<file path="config.mk">
export PLATFORM = sky130hd
export DESIGN_NAME = ring_fairness_msg_framer
export DESIGN_NICKNAME = d
export VERILOG_FILES = /design/src/core/ring_fairness_pkg.sv /design/src/core/ring_fairness_msg_framer.sv /design/src/core/period_divider.sv /design/src/core/ring_header_build.sv
export SDC_FILE = /design/constraint.sdc
export NUM_CORES = 1
export LEC_CHECK = 0
export BUFFER_PORTS_ARGS = -buffer_cell sky130_fd_sc_hd__buf_4
export CORE_MARGIN = 2
export CORE_UTILIZATION = 61
export CTS_CLUSTER_DIAMETER = 100
export DETAILED_ROUTE_END_ITERATION = 7
export HOLD_SLACK_MARGIN = 0.15
export PLACE_DENSITY_LB_ADDON = 0.08
export RECOVER_POWER = 100
export SLEW_MARGIN = 20
export SYNTH_ARGS = -nofsm -noshare
export SYNTH_HDL_FRONTEND = slang
export SYNTH_SLANG_ARGS = --single-unit
export TNS_END_PERCENT = 100
</file>
<file path="constraint.sdc">
create_clock -name mclk -period 5 [get_ports mclk]
set_input_delay 0.25 -clock mclk [delete_from_list [all_inputs] [get_ports mclk]]
set_output_delay 0.25 -clock mclk [all_outputs]
set_load 0.005 [all_outputs]
</file>
<file path="src/core/ring_fairness_pkg.sv">
// constants shared by the fairness message framer and its helpers
// assumes one 25 MHz station clock and a plain address/strobe register port
package ring_fairness_pkg;

	// register port shape
	localparam int DATA_W = 32;
	localparam int ADDR_W = 8;
	localparam int PERIOD_W = 24;

	// register byte addresses
	localparam logic [7:0] CTRL_ADDR = 8'h00;
	localparam logic [7:0] ADVERT_ADDR = 8'h04;
	localparam logic [7:0] AGING_ADDR = 8'h08;
	localparam logic [7:0] ADDR_LO_ADDR = 8'h0C;
	localparam logic [7:0] ADDR_HI_ADDR = 8'h10;
	localparam logic [7:0] STATUS_ADDR = 8'h14;
	localparam logic [7:0] DROPS_ADDR = 8'h18;
	localparam logic [7:0] TX_COUNT_ADDR = 8'h1C;

	// control register bit positions
	localparam int CTRL_ENABLE_BIT = 0;
	localparam int CTRL_RINGLET_BIT = 1;
	localparam int CTRL_WRAP_BIT = 2;

	// reset values
	localparam logic [PERIOD_W-1:0] ADVERT_PERIOD_RESET = 24'h000400;
	localparam logic [PERIOD_W-1:0] AGING_PERIOD_RESET = 24'h004000;
	localparam logic [47:0] LOCAL_ADDR_RESET = 48'h000000000000;

	// message timing: multi-choke every ten advertisement periods
	localparam logic [3:0] MULTI_CHOKE_RATIO = 4'hA;

	// message contents
	localparam logic [2:0] KIND_SINGLE_CHOKE = 3'h0;
	localparam logic [2:0] KIND_MULTI_CHOKE = 3'h1;
	localparam logic [15:0] FULL_RATE = 16'hFFFF;
	localparam logic [12:0] RESERVED_ZERO = 13'h0000;
	localparam logic [7:0] MAX_HOP_LIMIT = 8'hFF;
	localparam logic [8:0] HOP_BASE = 9'h100;

	// ring header control byte: values and bit positions
	localparam logic [1:0] FRAME_KIND_FAIRNESS = 2'h2;
	localparam logic [1:0] SERVICE_CLASS_A0 = 2'h3;
	localparam logic FAIRNESS_ELIGIBLE_VAL = 1'h0;
	localparam logic WRAP_ELIGIBLE_VAL = 1'h1;
	localparam int HDR_PARITY_POS = 0;
	localparam int HDR_RI_POS = 1;
	localparam int HDR_WE_POS = 2;
	localparam int HDR_FE_POS = 3;
	localparam int HDR_SC_LSB = 4;
	localparam int HDR_FK_LSB = 6;

endpackage

</file>
<file path="src/core/ring_fairness_msg_framer.sv">
// fairness message framer: periodic single- and multi-choke message generation,
// received message validation, choke rate hold and client delivery
// assumes the rate computation and congestion detection drive the rate inputs,
// and that the mac takes a message on tx_valid && tx_ready
//
// The strobed register port and the register offsets were chosen for this implementation.
`timescale 1ns/1ps
`default_nettype none
module ring_fairness_msg_framer
	import ring_fairness_pkg::*;
#(
	parameter int MAX_FRAME_CYCLES = 16
)
(
	// clock and reset
	input wire logic mclk,
	input wire logic reset_n,
	// register port
	input wire logic [ADDR_W-1:0] reg_addr,
	input wire logic [DATA_W-1:0] reg_wdata,
	input wire logic reg_wr,
	input wire logic reg_rd,
	output logic [DATA_W-1:0] reg_rdata,
	// congestion state and rates from the rate computation
	input wire logic own_span_congested,
	input wire logic downstream_congested,
	input wire logic [15:0] normalized_local_share,
	input wire logic [15:0] norm_fw_rate_congested,
	// received fairness messages
	input wire logic rx_valid,
	input wire logic [2:0] rx_kind,
	input wire logic [15:0] rx_rate,
	input wire logic [47:0] rx_sa,
	input wire logic [7:0] rx_ttl,
	input wire logic rx_ri,
	// outgoing fairness messages
	output logic tx_valid,
	input wire logic tx_ready,
	output logic [7:0] tx_ring_ctl,
	output logic [2:0] tx_kind,
	output logic [12:0] tx_reserved,
	output logic [15:0] tx_rate,
	output logic [47:0] tx_sa,
	output logic [7:0] tx_ttl,
	// toward the data path shapers
	output logic [15:0] allowed_rate_at_choke,
	output logic [8:0] hop_distance,
	// toward the client
	output logic client_valid,
	output logic [15:0] client_rate,
	output logic [47:0] client_sa
);

	typedef enum logic [0:0] {TX_IDLE, TX_HOLD} tx_state_t;

	typedef struct packed {
		tx_state_t st;
		logic sc_pending;
		logic mc_pending;
		logic enable;
		logic ringlet;
		logic wrap;
		logic [PERIOD_W-1:0] advert_period;
		logic [PERIOD_W-1:0] aging_period;
		logic [47:0] local_addr;
		logic [15:0] rcvd_rate;
		logic [47:0] rcvd_sa;
		logic [7:0] rcvd_ttl;
		logic rcvd_ri;
		logic [15:0] allowed_rate;
		logic [8:0] hop_dist;
		logic client_valid;
		logic [15:0] client_rate;
		logic [47:0] client_sa;
		logic [7:0] tx_hdr;
		logic [2:0] tx_kind;
		logic [15:0] tx_rate;
		logic [47:0] tx_sa;
		logic [7:0] tx_ttl;
		logic [15:0] self_drops;
		logic [15:0] rsvd_drops;
		logic [15:0] tx_count;
		logic [DATA_W-1:0] rdata;
	} state_t;

	state_t s_reg;
	state_t s_next;

	logic sc_tick;
	logic mc_tick;
	logic row_local;
	logic row_forward;
	logic [15:0] sc_rate;
	logic [47:0] sc_sa;
	logic [7:0] sc_ttl;
	logic sc_ri;
	logic [15:0] mc_rate;
	logic [7:0] hdr_sc;
	logic [7:0] hdr_local;
	logic rx_known;
	logic rx_self;
	logic period_warn;

	// advertisement tick, then every tenth of those for multi-choke
	period_divider #(.WIDTH(PERIOD_W)) u_advert_div
	(
		.mclk(mclk),
		.reset_n(reset_n),
		.en(s_reg.enable),
		.period(s_reg.advert_period),
		.tick(sc_tick)
	);

	period_divider #(.WIDTH(4)) u_multi_div
	(
		.mclk(mclk),
		.reset_n(reset_n),
		.en(sc_tick),
		.period(MULTI_CHOKE_RATIO),
		.tick(mc_tick)
	);

	// headers for the two possible origins of a message
	ring_header_build u_hdr_sc
	(
		.ringlet_id_bit(sc_ri),
		.ring_header_ctl(hdr_sc)
	);

	ring_header_build u_hdr_local
	(
		.ringlet_id_bit(s_reg.ringlet),
		.ring_header_ctl(hdr_local)
	);

	// single-choke choice; an equal-rate tie with both congested advertises the local share
	assign row_local = own_span_congested && (!downstream_congested || normalized_local_share <= s_reg.rcvd_rate);
	assign row_forward = !row_local && downstream_congested && (s_reg.rcvd_rate < norm_fw_rate_congested);
	assign sc_rate = row_local ? normalized_local_share : (row_forward ? s_reg.rcvd_rate : FULL_RATE);
	assign sc_sa = row_forward ? s_reg.rcvd_sa : s_reg.local_addr;
	assign sc_ttl = row_forward ? s_reg.rcvd_ttl : MAX_HOP_LIMIT;
	assign sc_ri = row_forward ? s_reg.rcvd_ri : s_reg.ringlet;
	assign mc_rate = own_span_congested ? normalized_local_share : FULL_RATE;

	// receive classification
	assign rx_known = (rx_kind == KIND_SINGLE_CHOKE) || (rx_kind == KIND_MULTI_CHOKE);
	assign rx_self = (rx_sa == s_reg.local_addr) && (s_reg.wrap || rx_ri == s_reg.ringlet);

	// period outside the recommended range is only flagged, never corrected
	assign period_warn = (s_reg.advert_period < PERIOD_W'(MAX_FRAME_CYCLES))
		|| (s_reg.advert_period > s_reg.aging_period);

	// next state of the whole block
	always_comb
	begin
		logic pend_sc;
		logic pend_mc;
		logic can_load;
		can_load = 1'b0;
		s_next = s_reg;
		pend_sc = s_reg.sc_pending | sc_tick;
		pend_mc = s_reg.mc_pending | mc_tick;
		s_next.sc_pending = pend_sc;
		s_next.mc_pending = pend_mc;
		s_next.client_valid = 1'b0;
		s_next.rdata = '0;
		case (s_reg.st)
			TX_IDLE: can_load = 1'b1;
			TX_HOLD: can_load = tx_ready;
			default: can_load = 1'b1;
		endcase
		// a new tick either launches now or stays pending; one landing on a stalled pending tick of its kind merges with it
		if (can_load)
		begin
			if (s_reg.st == TX_HOLD)
				s_next.tx_count = s_reg.tx_count + 16'h0001;
			if (pend_sc)
			begin
				// set wins: a tick landing on the launch of an older one stays pending
				s_next.sc_pending = s_reg.sc_pending & sc_tick;
				s_next.st = TX_HOLD;
				s_next.tx_kind = KIND_SINGLE_CHOKE;
				s_next.tx_rate = sc_rate;
				s_next.tx_sa = sc_sa;
				s_next.tx_ttl = sc_ttl;
				s_next.tx_hdr = hdr_sc;
			end
			else if (pend_mc)
			begin
				s_next.mc_pending = s_reg.mc_pending & mc_tick;
				s_next.st = TX_HOLD;
				s_next.tx_kind = KIND_MULTI_CHOKE;
				s_next.tx_rate = mc_rate;
				s_next.tx_sa = s_reg.local_addr;
				s_next.tx_ttl = MAX_HOP_LIMIT;
				s_next.tx_hdr = hdr_local;
			end
			else
				s_next.st = TX_IDLE;
		end
		// received messages; the reserved field is never looked at
		if (rx_valid)
		begin
			if (!rx_known)
				s_next.rsvd_drops = s_reg.rsvd_drops + 16'h0001;
			else if (rx_self)
				s_next.self_drops = s_reg.self_drops + 16'h0001;
			else if (rx_kind == KIND_SINGLE_CHOKE)
			begin
				s_next.rcvd_rate = rx_rate;
				s_next.rcvd_sa = rx_sa;
				s_next.rcvd_ttl = rx_ttl;
				s_next.rcvd_ri = rx_ri;
				s_next.allowed_rate = rx_rate;
				s_next.hop_dist = HOP_BASE - {1'b0, rx_ttl};
			end
			else
			begin
				s_next.client_valid = 1'b1;
				s_next.client_rate = rx_rate;
				s_next.client_sa = rx_sa;
			end
		end
		// register writes
		if (reg_wr)
		begin
			case (reg_addr)
				CTRL_ADDR:
				begin
					s_next.enable = reg_wdata[CTRL_ENABLE_BIT];
					s_next.ringlet = reg_wdata[CTRL_RINGLET_BIT];
					s_next.wrap = reg_wdata[CTRL_WRAP_BIT];
				end
				ADVERT_ADDR: s_next.advert_period = reg_wdata[PERIOD_W-1:0];
				AGING_ADDR: s_next.aging_period = reg_wdata[PERIOD_W-1:0];
				ADDR_LO_ADDR: s_next.local_addr[31:0] = reg_wdata;
				ADDR_HI_ADDR: s_next.local_addr[47:32] = reg_wdata[15:0];
				default: ;
			endcase
		end
		// register reads, answered in the next cycle; unmapped reads give zero
		if (reg_rd)
		begin
			case (reg_addr)
				CTRL_ADDR: s_next.rdata = {29'h00000000, s_reg.wrap, s_reg.ringlet, s_reg.enable};
				ADVERT_ADDR: s_next.rdata = {8'h00, s_reg.advert_period};
				AGING_ADDR: s_next.rdata = {8'h00, s_reg.aging_period};
				ADDR_LO_ADDR: s_next.rdata = s_reg.local_addr[31:0];
				ADDR_HI_ADDR: s_next.rdata = {16'h0000, s_reg.local_addr[47:32]};
				STATUS_ADDR: s_next.rdata = {6'h00, period_warn, s_reg.hop_dist, s_reg.allowed_rate};
				DROPS_ADDR: s_next.rdata = {s_reg.rsvd_drops, s_reg.self_drops};
				TX_COUNT_ADDR: s_next.rdata = {16'h0000, s_reg.tx_count};
				default: s_next.rdata = '0;
			endcase
		end
	end

	// state register
	always_ff @(posedge mclk or negedge reset_n)
	begin
		if (!reset_n)
		begin
			s_reg <= '0;
			s_reg.st <= TX_IDLE;
			s_reg.advert_period <= ADVERT_PERIOD_RESET;
			s_reg.aging_period <= AGING_PERIOD_RESET;
			s_reg.local_addr <= LOCAL_ADDR_RESET;
			s_reg.rcvd_rate <= FULL_RATE;
			s_reg.allowed_rate <= FULL_RATE;
			s_reg.rcvd_ttl <= MAX_HOP_LIMIT;
			s_reg.tx_ttl <= MAX_HOP_LIMIT;
		end
		else
			s_reg <= s_next;
	end

	// outputs
	assign tx_valid = (s_reg.st == TX_HOLD);
	assign tx_ring_ctl = s_reg.tx_hdr;
	assign tx_kind = s_reg.tx_kind;
	assign tx_reserved = RESERVED_ZERO;
	assign tx_rate = s_reg.tx_rate;
	assign tx_sa = s_reg.tx_sa;
	assign tx_ttl = s_reg.tx_ttl;
	assign allowed_rate_at_choke = s_reg.allowed_rate;
	assign hop_distance = s_reg.hop_dist;
	assign client_valid = s_reg.client_valid;
	assign client_rate = s_reg.client_rate;
	assign client_sa = s_reg.client_sa;
	assign reg_rdata = s_reg.rdata;
endmodule
`default_nettype wire

</file>
<file path="src/core/period_divider.sv">
// counts enable pulses and issues one tick every 'period' of them
// assumes period is stable while counting; a period of zero acts as one
`timescale 1ns/1ps
`default_nettype none
module period_divider
#(
	parameter int WIDTH = 24
)
(
	// clock and reset
	input wire logic mclk,
	input wire logic reset_n,
	// count control
	input wire logic en,
	input wire logic [WIDTH-1:0] period,
	// one-cycle tick
	output logic tick
);

	typedef struct packed {
		logic [WIDTH-1:0] cnt;
	} div_state_t;

	div_state_t div_reg;
	div_state_t div_next;

	// tick on the enable that finds the count at zero, so the first tick is immediate
	assign tick = en && (div_reg.cnt == '0);

	// reload on tick, else count down
	always_comb
	begin
		div_next = div_reg;
		if (tick)
			div_next.cnt = (period == '0) ? '0 : period - WIDTH'(1);
		else if (en)
			div_next.cnt = div_reg.cnt - WIDTH'(1);
	end

	always_ff @(posedge mclk or negedge reset_n)
	begin
		if (!reset_n)
			div_reg <= '0;
		else
			div_reg <= div_next;
	end

endmodule
`default_nettype wire

</file>
<file path="src/core/ring_header_build.sv">
// builds the ring header control byte of an outgoing fairness message
// purely combinational; the caller registers the result
`timescale 1ns/1ps
`default_nettype none
module ring_header_build
	import ring_fairness_pkg::*;
(
	// ringlet the message belongs to
	input wire logic ringlet_id_bit,
	// finished header byte
	output logic [7:0] ring_header_ctl
);

	logic [7:0] body;

	// fixed fields, ringlet bit, then parity that makes the byte odd
	always_comb
	begin
		body = 8'h00;
		body[HDR_FK_LSB +: 2] = FRAME_KIND_FAIRNESS;
		body[HDR_SC_LSB +: 2] = SERVICE_CLASS_A0;
		body[HDR_FE_POS] = FAIRNESS_ELIGIBLE_VAL;
		body[HDR_WE_POS] = WRAP_ELIGIBLE_VAL;
		body[HDR_RI_POS] = ringlet_id_bit;
		ring_header_ctl = body;
		ring_header_ctl[HDR_PARITY_POS] = ~(^body);
	end

endmodule
`default_nettype wire

</file>
# == Word-level counts from Yosys, hierarchy flattened ==
# Cells that the tools add are included.
# Widths: inputs -> output; s select.
# totals
ff_bits,440
input_bits,156
out_inout_bits,219
word_cells,119
# op_classes
addsub,7
magnitude_cmp,4
eq_ne,10
mux,26
bitwise,10
reduce_logical,33
# ops
cell,n
$mux 65,4
$pmux 32 s8,1
$mux 83,2
$mux 24,3
$add 16x1->16 const B,3
$eq 48x48->1,1
$logic_not 24->1,2
$mux 16,3
$mux 48,1
$sub 24x1->24 const B,2
$eq 8x5->1 const B,4
$mux 32,1
$gt 24x24->1,1
$lt 24x5->1 const B,1
$eq 8x4->1 const B,2
$le 16x16->1,1
$lt 16x16->1,1
$reduce_and 2->1,8
$reduce_xor 8->1,2
$sub 9x8->9 const A,1
$eq 8x3->1 const B,1
$logic_not 8->1,1
$mux 4,2
$mux 8,1
other kinds (17),41

# == Depth between registers and ports, before layout ==
# logic_depth
ltp_word,10
depth_mapped,11
mapped_depth_nobuf,9

# == By module ==
# From an unflattened synthesis, not the netlist that was laid out.
# unflattened
hier_cells,2104
hier_area_um2,23060.9
# by_module_without_submodules
mod,instances,cells_each,area_per_inst_um2,seq_area_each_um2
ring_fairness_msg_framer,1,1826,20672.3,10302.4
period_divider (u_advert_div),1,224,1960.6,600.6
period_divider (u_multi_div),1,34,300.3,100.1
ring_header_build,2,10,63.8,0.0

# == Worst setup path after synthesis ==
# No wires, ideal clock.
# synth_path
path_kind,register to register
from,register u_advert_div.div_reg[0] in the netlist's numbering
to,register s_reg (netlist bit tx_rate[10])
setup_ps,123
arrival_ps,2608
required_ps,4877
slack_ps,2270
path_stages_with_launch,11
path_buffers,1
synth_period_minus_slack_ps,2730
path_cell_list,dfrtp_1 -> inv_1 -> ha_1 -> or4b_1 -> nor4_4 -> nand3_2 -> nand2_1 -> o21ai_2 -> a211o_1 -> buf_6 -> o221a_2
# synth_between
elab_chain_len,6
word_cells_on_any_way,8
classes_between,1 x mux; 2 x bitwise; 5 x reduce/logical
# synth_rtl
element,line_no,source
from (decl),period_divider.sv:24,div_state_t div_reg;
from (signal assigned),period_divider.sv:45,div_reg <= div_next;
$logic_not 24->1 *,period_divider.sv:28,assign tick = en && (div_reg.cnt == '0);
$logic_and 1x1->1 *,period_divider.sv:28,
$logic_and 1x1->1,period_divider.sv:28,
$or 1x1->1,ring_fairness_msg_framer.sv:162,pend_mc = s_reg.mc_pending | mc_tick;
$reduce_bool 2->1 (no source line),--,
$reduce_and 2->1 (no source line),--,
to (signal assigned),ring_fairness_msg_framer.sv:274,s_reg <= s_next;
to (decl),ring_fairness_msg_framer.sv:86,state_t s_reg;
# Mark *: on every way between the ends. The rest lies on a longest branch, timed or not.
# A chain may end at the register's enable or synchronous reset.

# == Worst setup path in the final report ==
# layout_path
from,register u_advert_div.div_reg[0] in the netlist's numbering
to,register s_reg (netlist bit tx_sa[19])
# Same word-level chain as after synthesis.

==> results.cfg <==
[run_status]
status = finished with violations
violations = capacitance limit, slew limit

[drt]
dr.pass1.iters = 8
antenna_left = 0
totalWireLength_mm = 63.7
num_vias = 16700
first_iter_violations = 1459
drc_errors = 0
wl_per_cell_um = 22.8
vias_per_cell = 5.96

[layout]
areaGrowthSynthToFinish_pct = 18.5
drive_gt1_frac = 0.292
diodes = 0
final_common_cell = dfrtp_1
final_nets = 2512
largest_reg_flops = 206
final_cells = 2797
final_cell_mix = dfrtp_1 (399), mux2_2 (246), buf_4 (182), dlygate4sd3_1 (129), clkbuf_4 (128)

[power]
p_int_w = 0.00749
p_per_area_nw_per_um2 = 402
pwr-share-comb = 0.217
seqPwrFrac = 0.446
p_sw_frac = 0.294
ir_worst_vdd_mv = 0.337
leakage_nw = 12.0
clockPowerShare = 0.337
switchingPower_w = 0.00313

[worst_hold_path]
hold_path_class = input port to flop

[logic_synthesis]
ys.flop_type = dfrtp_1
synthesis.area_sq_um = 22300
synth_edf_count = 0
syn_inst = 2023
synth_warnings = 0
ys_ff_latch = 433
yosysSeqAreaShare = 0.488
syn_avg_cell_area_sq_um = 11.0
synth_cell_type_count = 72
async_flop_share = 1.00

[grt]
grt_pass1_vias = 17100
grt_usage = 0.335
grt_start_max_net_pins = 150
antenna_found_initial = 0
overflow = 0
grt_pass1_wl_mm = 98.2

[worst_setup_path]
worstPathArrival_ns = 4.60
crit_path_end_kind = flop
start_kind = flop
critPathSlowestCell = and3_2
critPathMaxStageDelay_ns = 0.73
cpMostUsedCell = a21oi_1
critPathRequiredTime_ns = 5.50
cp_max_fo = 29
critPathKind = flop to flop
cp.buffers_inverters = 2
path_cells = inv_1 -> ha_1 -> or4b_1 -> nor4_1 -> nand3_2 -> a221oi_1 -> and3_2 -> buf_4 -> a21oi_1 -> a21oi_1
critPathTopFamily = simple AND/OR/NAND/NOR gates

[placed_design]
io_buffers = 357
gp_congestion = 0.911
place_inst = 2583
hpwl_mm = 44.3

[floorplanning]
die_w_um = 195
placementRows = 70
die_h_um = 195
io_pins = 375
initial_core_util = 0.615
die_area_sq_um = 38100
core_area_sq_um = 36300

[timing]
slew_headroom = -0.838
period_minus_slack_ns = 4.10
finalHoldViolCount = 0
setup_viol_count_final = 0
finalCritPeriodShare = 0.820
rsz0062_at_grt = no
clock_skew_ns = 0.0181
timing.fmax_mhz = 244
slew_viol_final = 273
worst_pin_slew_ns = 2.75
setup_tns_ns = 0

[clocking]
clk_pin_slew_ns = 0.06
clock_sinks = 433
cts_root_buf = clkbuf_16
cts_max_level = 2
tritoncts = done
cts_made_buffers = 46
clockBufferDepth = 3
cts_setup_buffers = 0
worst_skew_pair.late_latency_ns = 0.59
cts_resized = 0

[run]
max-cap-violations = 7
[cells in the mapped netlist, types with 4 or more instances]
cell type	count	area, sq um
and3_1	17	106
a21oi_1	126	631
and4_1	4	35.0
buf_2	22	110
o21ai_0	48	240
a21oi_2	4	35.0
xor2_1	69	604
nand3_1	43	215
o211ai_1	5	37.5
mux2_2	248	2790
buf_6	8	90.1
dfstp_2	34	893
buf_4	218	1640
a31oi_1	20	125
a222oi_1	22	220
nand2_1	121	454
nor3_1	19	95.1
xnor2_1	50	438
nand2b_1	9	56.3
a22oi_1	49	368
and2_1	4	25.0
nor2_1	113	424
nand4_1	28	175
clkbuf_1	55	206
a221oi_1	5	43.8
nor2b_1	11	68.8
a21o_1	10	75.1
o22ai_1	6	37.5
or4_1	5	37.5
or3_1	12	75.1
a22o_1	13	114
nor4_1	25	156
dfrtp_1	399	9980
inv_1	72	270
o221a_1	8	90.1
o221a_2	8	90.1
ha_1	64	801
[worst reg2reg max path: cells and delay by family (launching register included)]
kind	cells	cell delay, ns
buf+inv	2	0.46
flops	1	0.41
simple gates	4	2.20
compound gates	3	0.76
fa+ha+maj	1	0.21
[cell type report]
type	count	area, sq um
clock inverter	18	223
multi-input combinational	1228	9140
inverter	72	270
fill	2631	9850
tap	468	586
timing repair buffer	511	3940
sequential	433	10900
clock buffer	67	1370
[layer usage]
metal,track usage,wire [um],vias to the layer above
met2,0.523,29500,699
met1,0.454,26400,8364
li1,-,-,7458
met5,0,0,-
met4,0.142,2600,0
met3,0.0770,5240,144
[path summary, 6_finish.rpt]
path | startpoint | endpoint | slack (ns) | depth (start not counted)
worst min-delay path | rx_kind[2] | s_reg[51] | 0.19 | 4
max in group asynchronous | reset_n | reg_rdata[16] | 1.66 | 3
min in group asynchronous | reset_n | tx_rate[10] | 0.89 | 2
worst min register to register | s_reg[47] | s_reg[47] | 0.47 | 1
worst max register to register | u_advert_div.div_reg[0] | tx_sa[19] | 0.90 | 10
worst max-delay path | u_advert_div.div_reg[0] | tx_sa[19] | 0.90 | 10
[power by group through the flow]
stage	sequential (W)	clock (W)	combinational [W]
global placement	0.00476	0	0.00227
detailed placement	0.00478	0	0.00234
finish	0.00473	0.00358	0.00231
global route	0.00480	0.00374	0.00254
CTS	0.00474	0.00361	0.00244
floorplan	0.00456	0	0.00178
[what timing repair did]
item	in CTS	in global routing
hold buffers	129	0
endpoints found under the hold margin	350	0
setup endpoints to repair	0	0
[per-stage QoR]
stage          power, W  setup slack [ns]  hold WS (ns)   util  area, sq um
4_1_cts          0.0108              1.37         0.174  0.737        26700
2_1_floorplan   0.00635              2.27       -0.0456      -        22300
6_report         0.0106             0.901         0.195  0.728        26400
5_1_grt          0.0111             0.679         0.233  0.728        26400
3_3_place_gp    0.00703              1.50         0.304  0.658        23900
3_5_place_dp    0.00712              1.40         0.316  0.658        23900
[logic make-up after synthesis]
logic type      after synthesis  synth area share
other cells                   1          0.000168
mux                         249             0.126
flops                       433             0.488
simple gates                431            0.0948
compound gates              348             0.104
buf+inv                     378             0.104
fa+ha+maj                    64            0.0359
xor+xnor                    119            0.0468
Power figures use the tool's default switching activity.
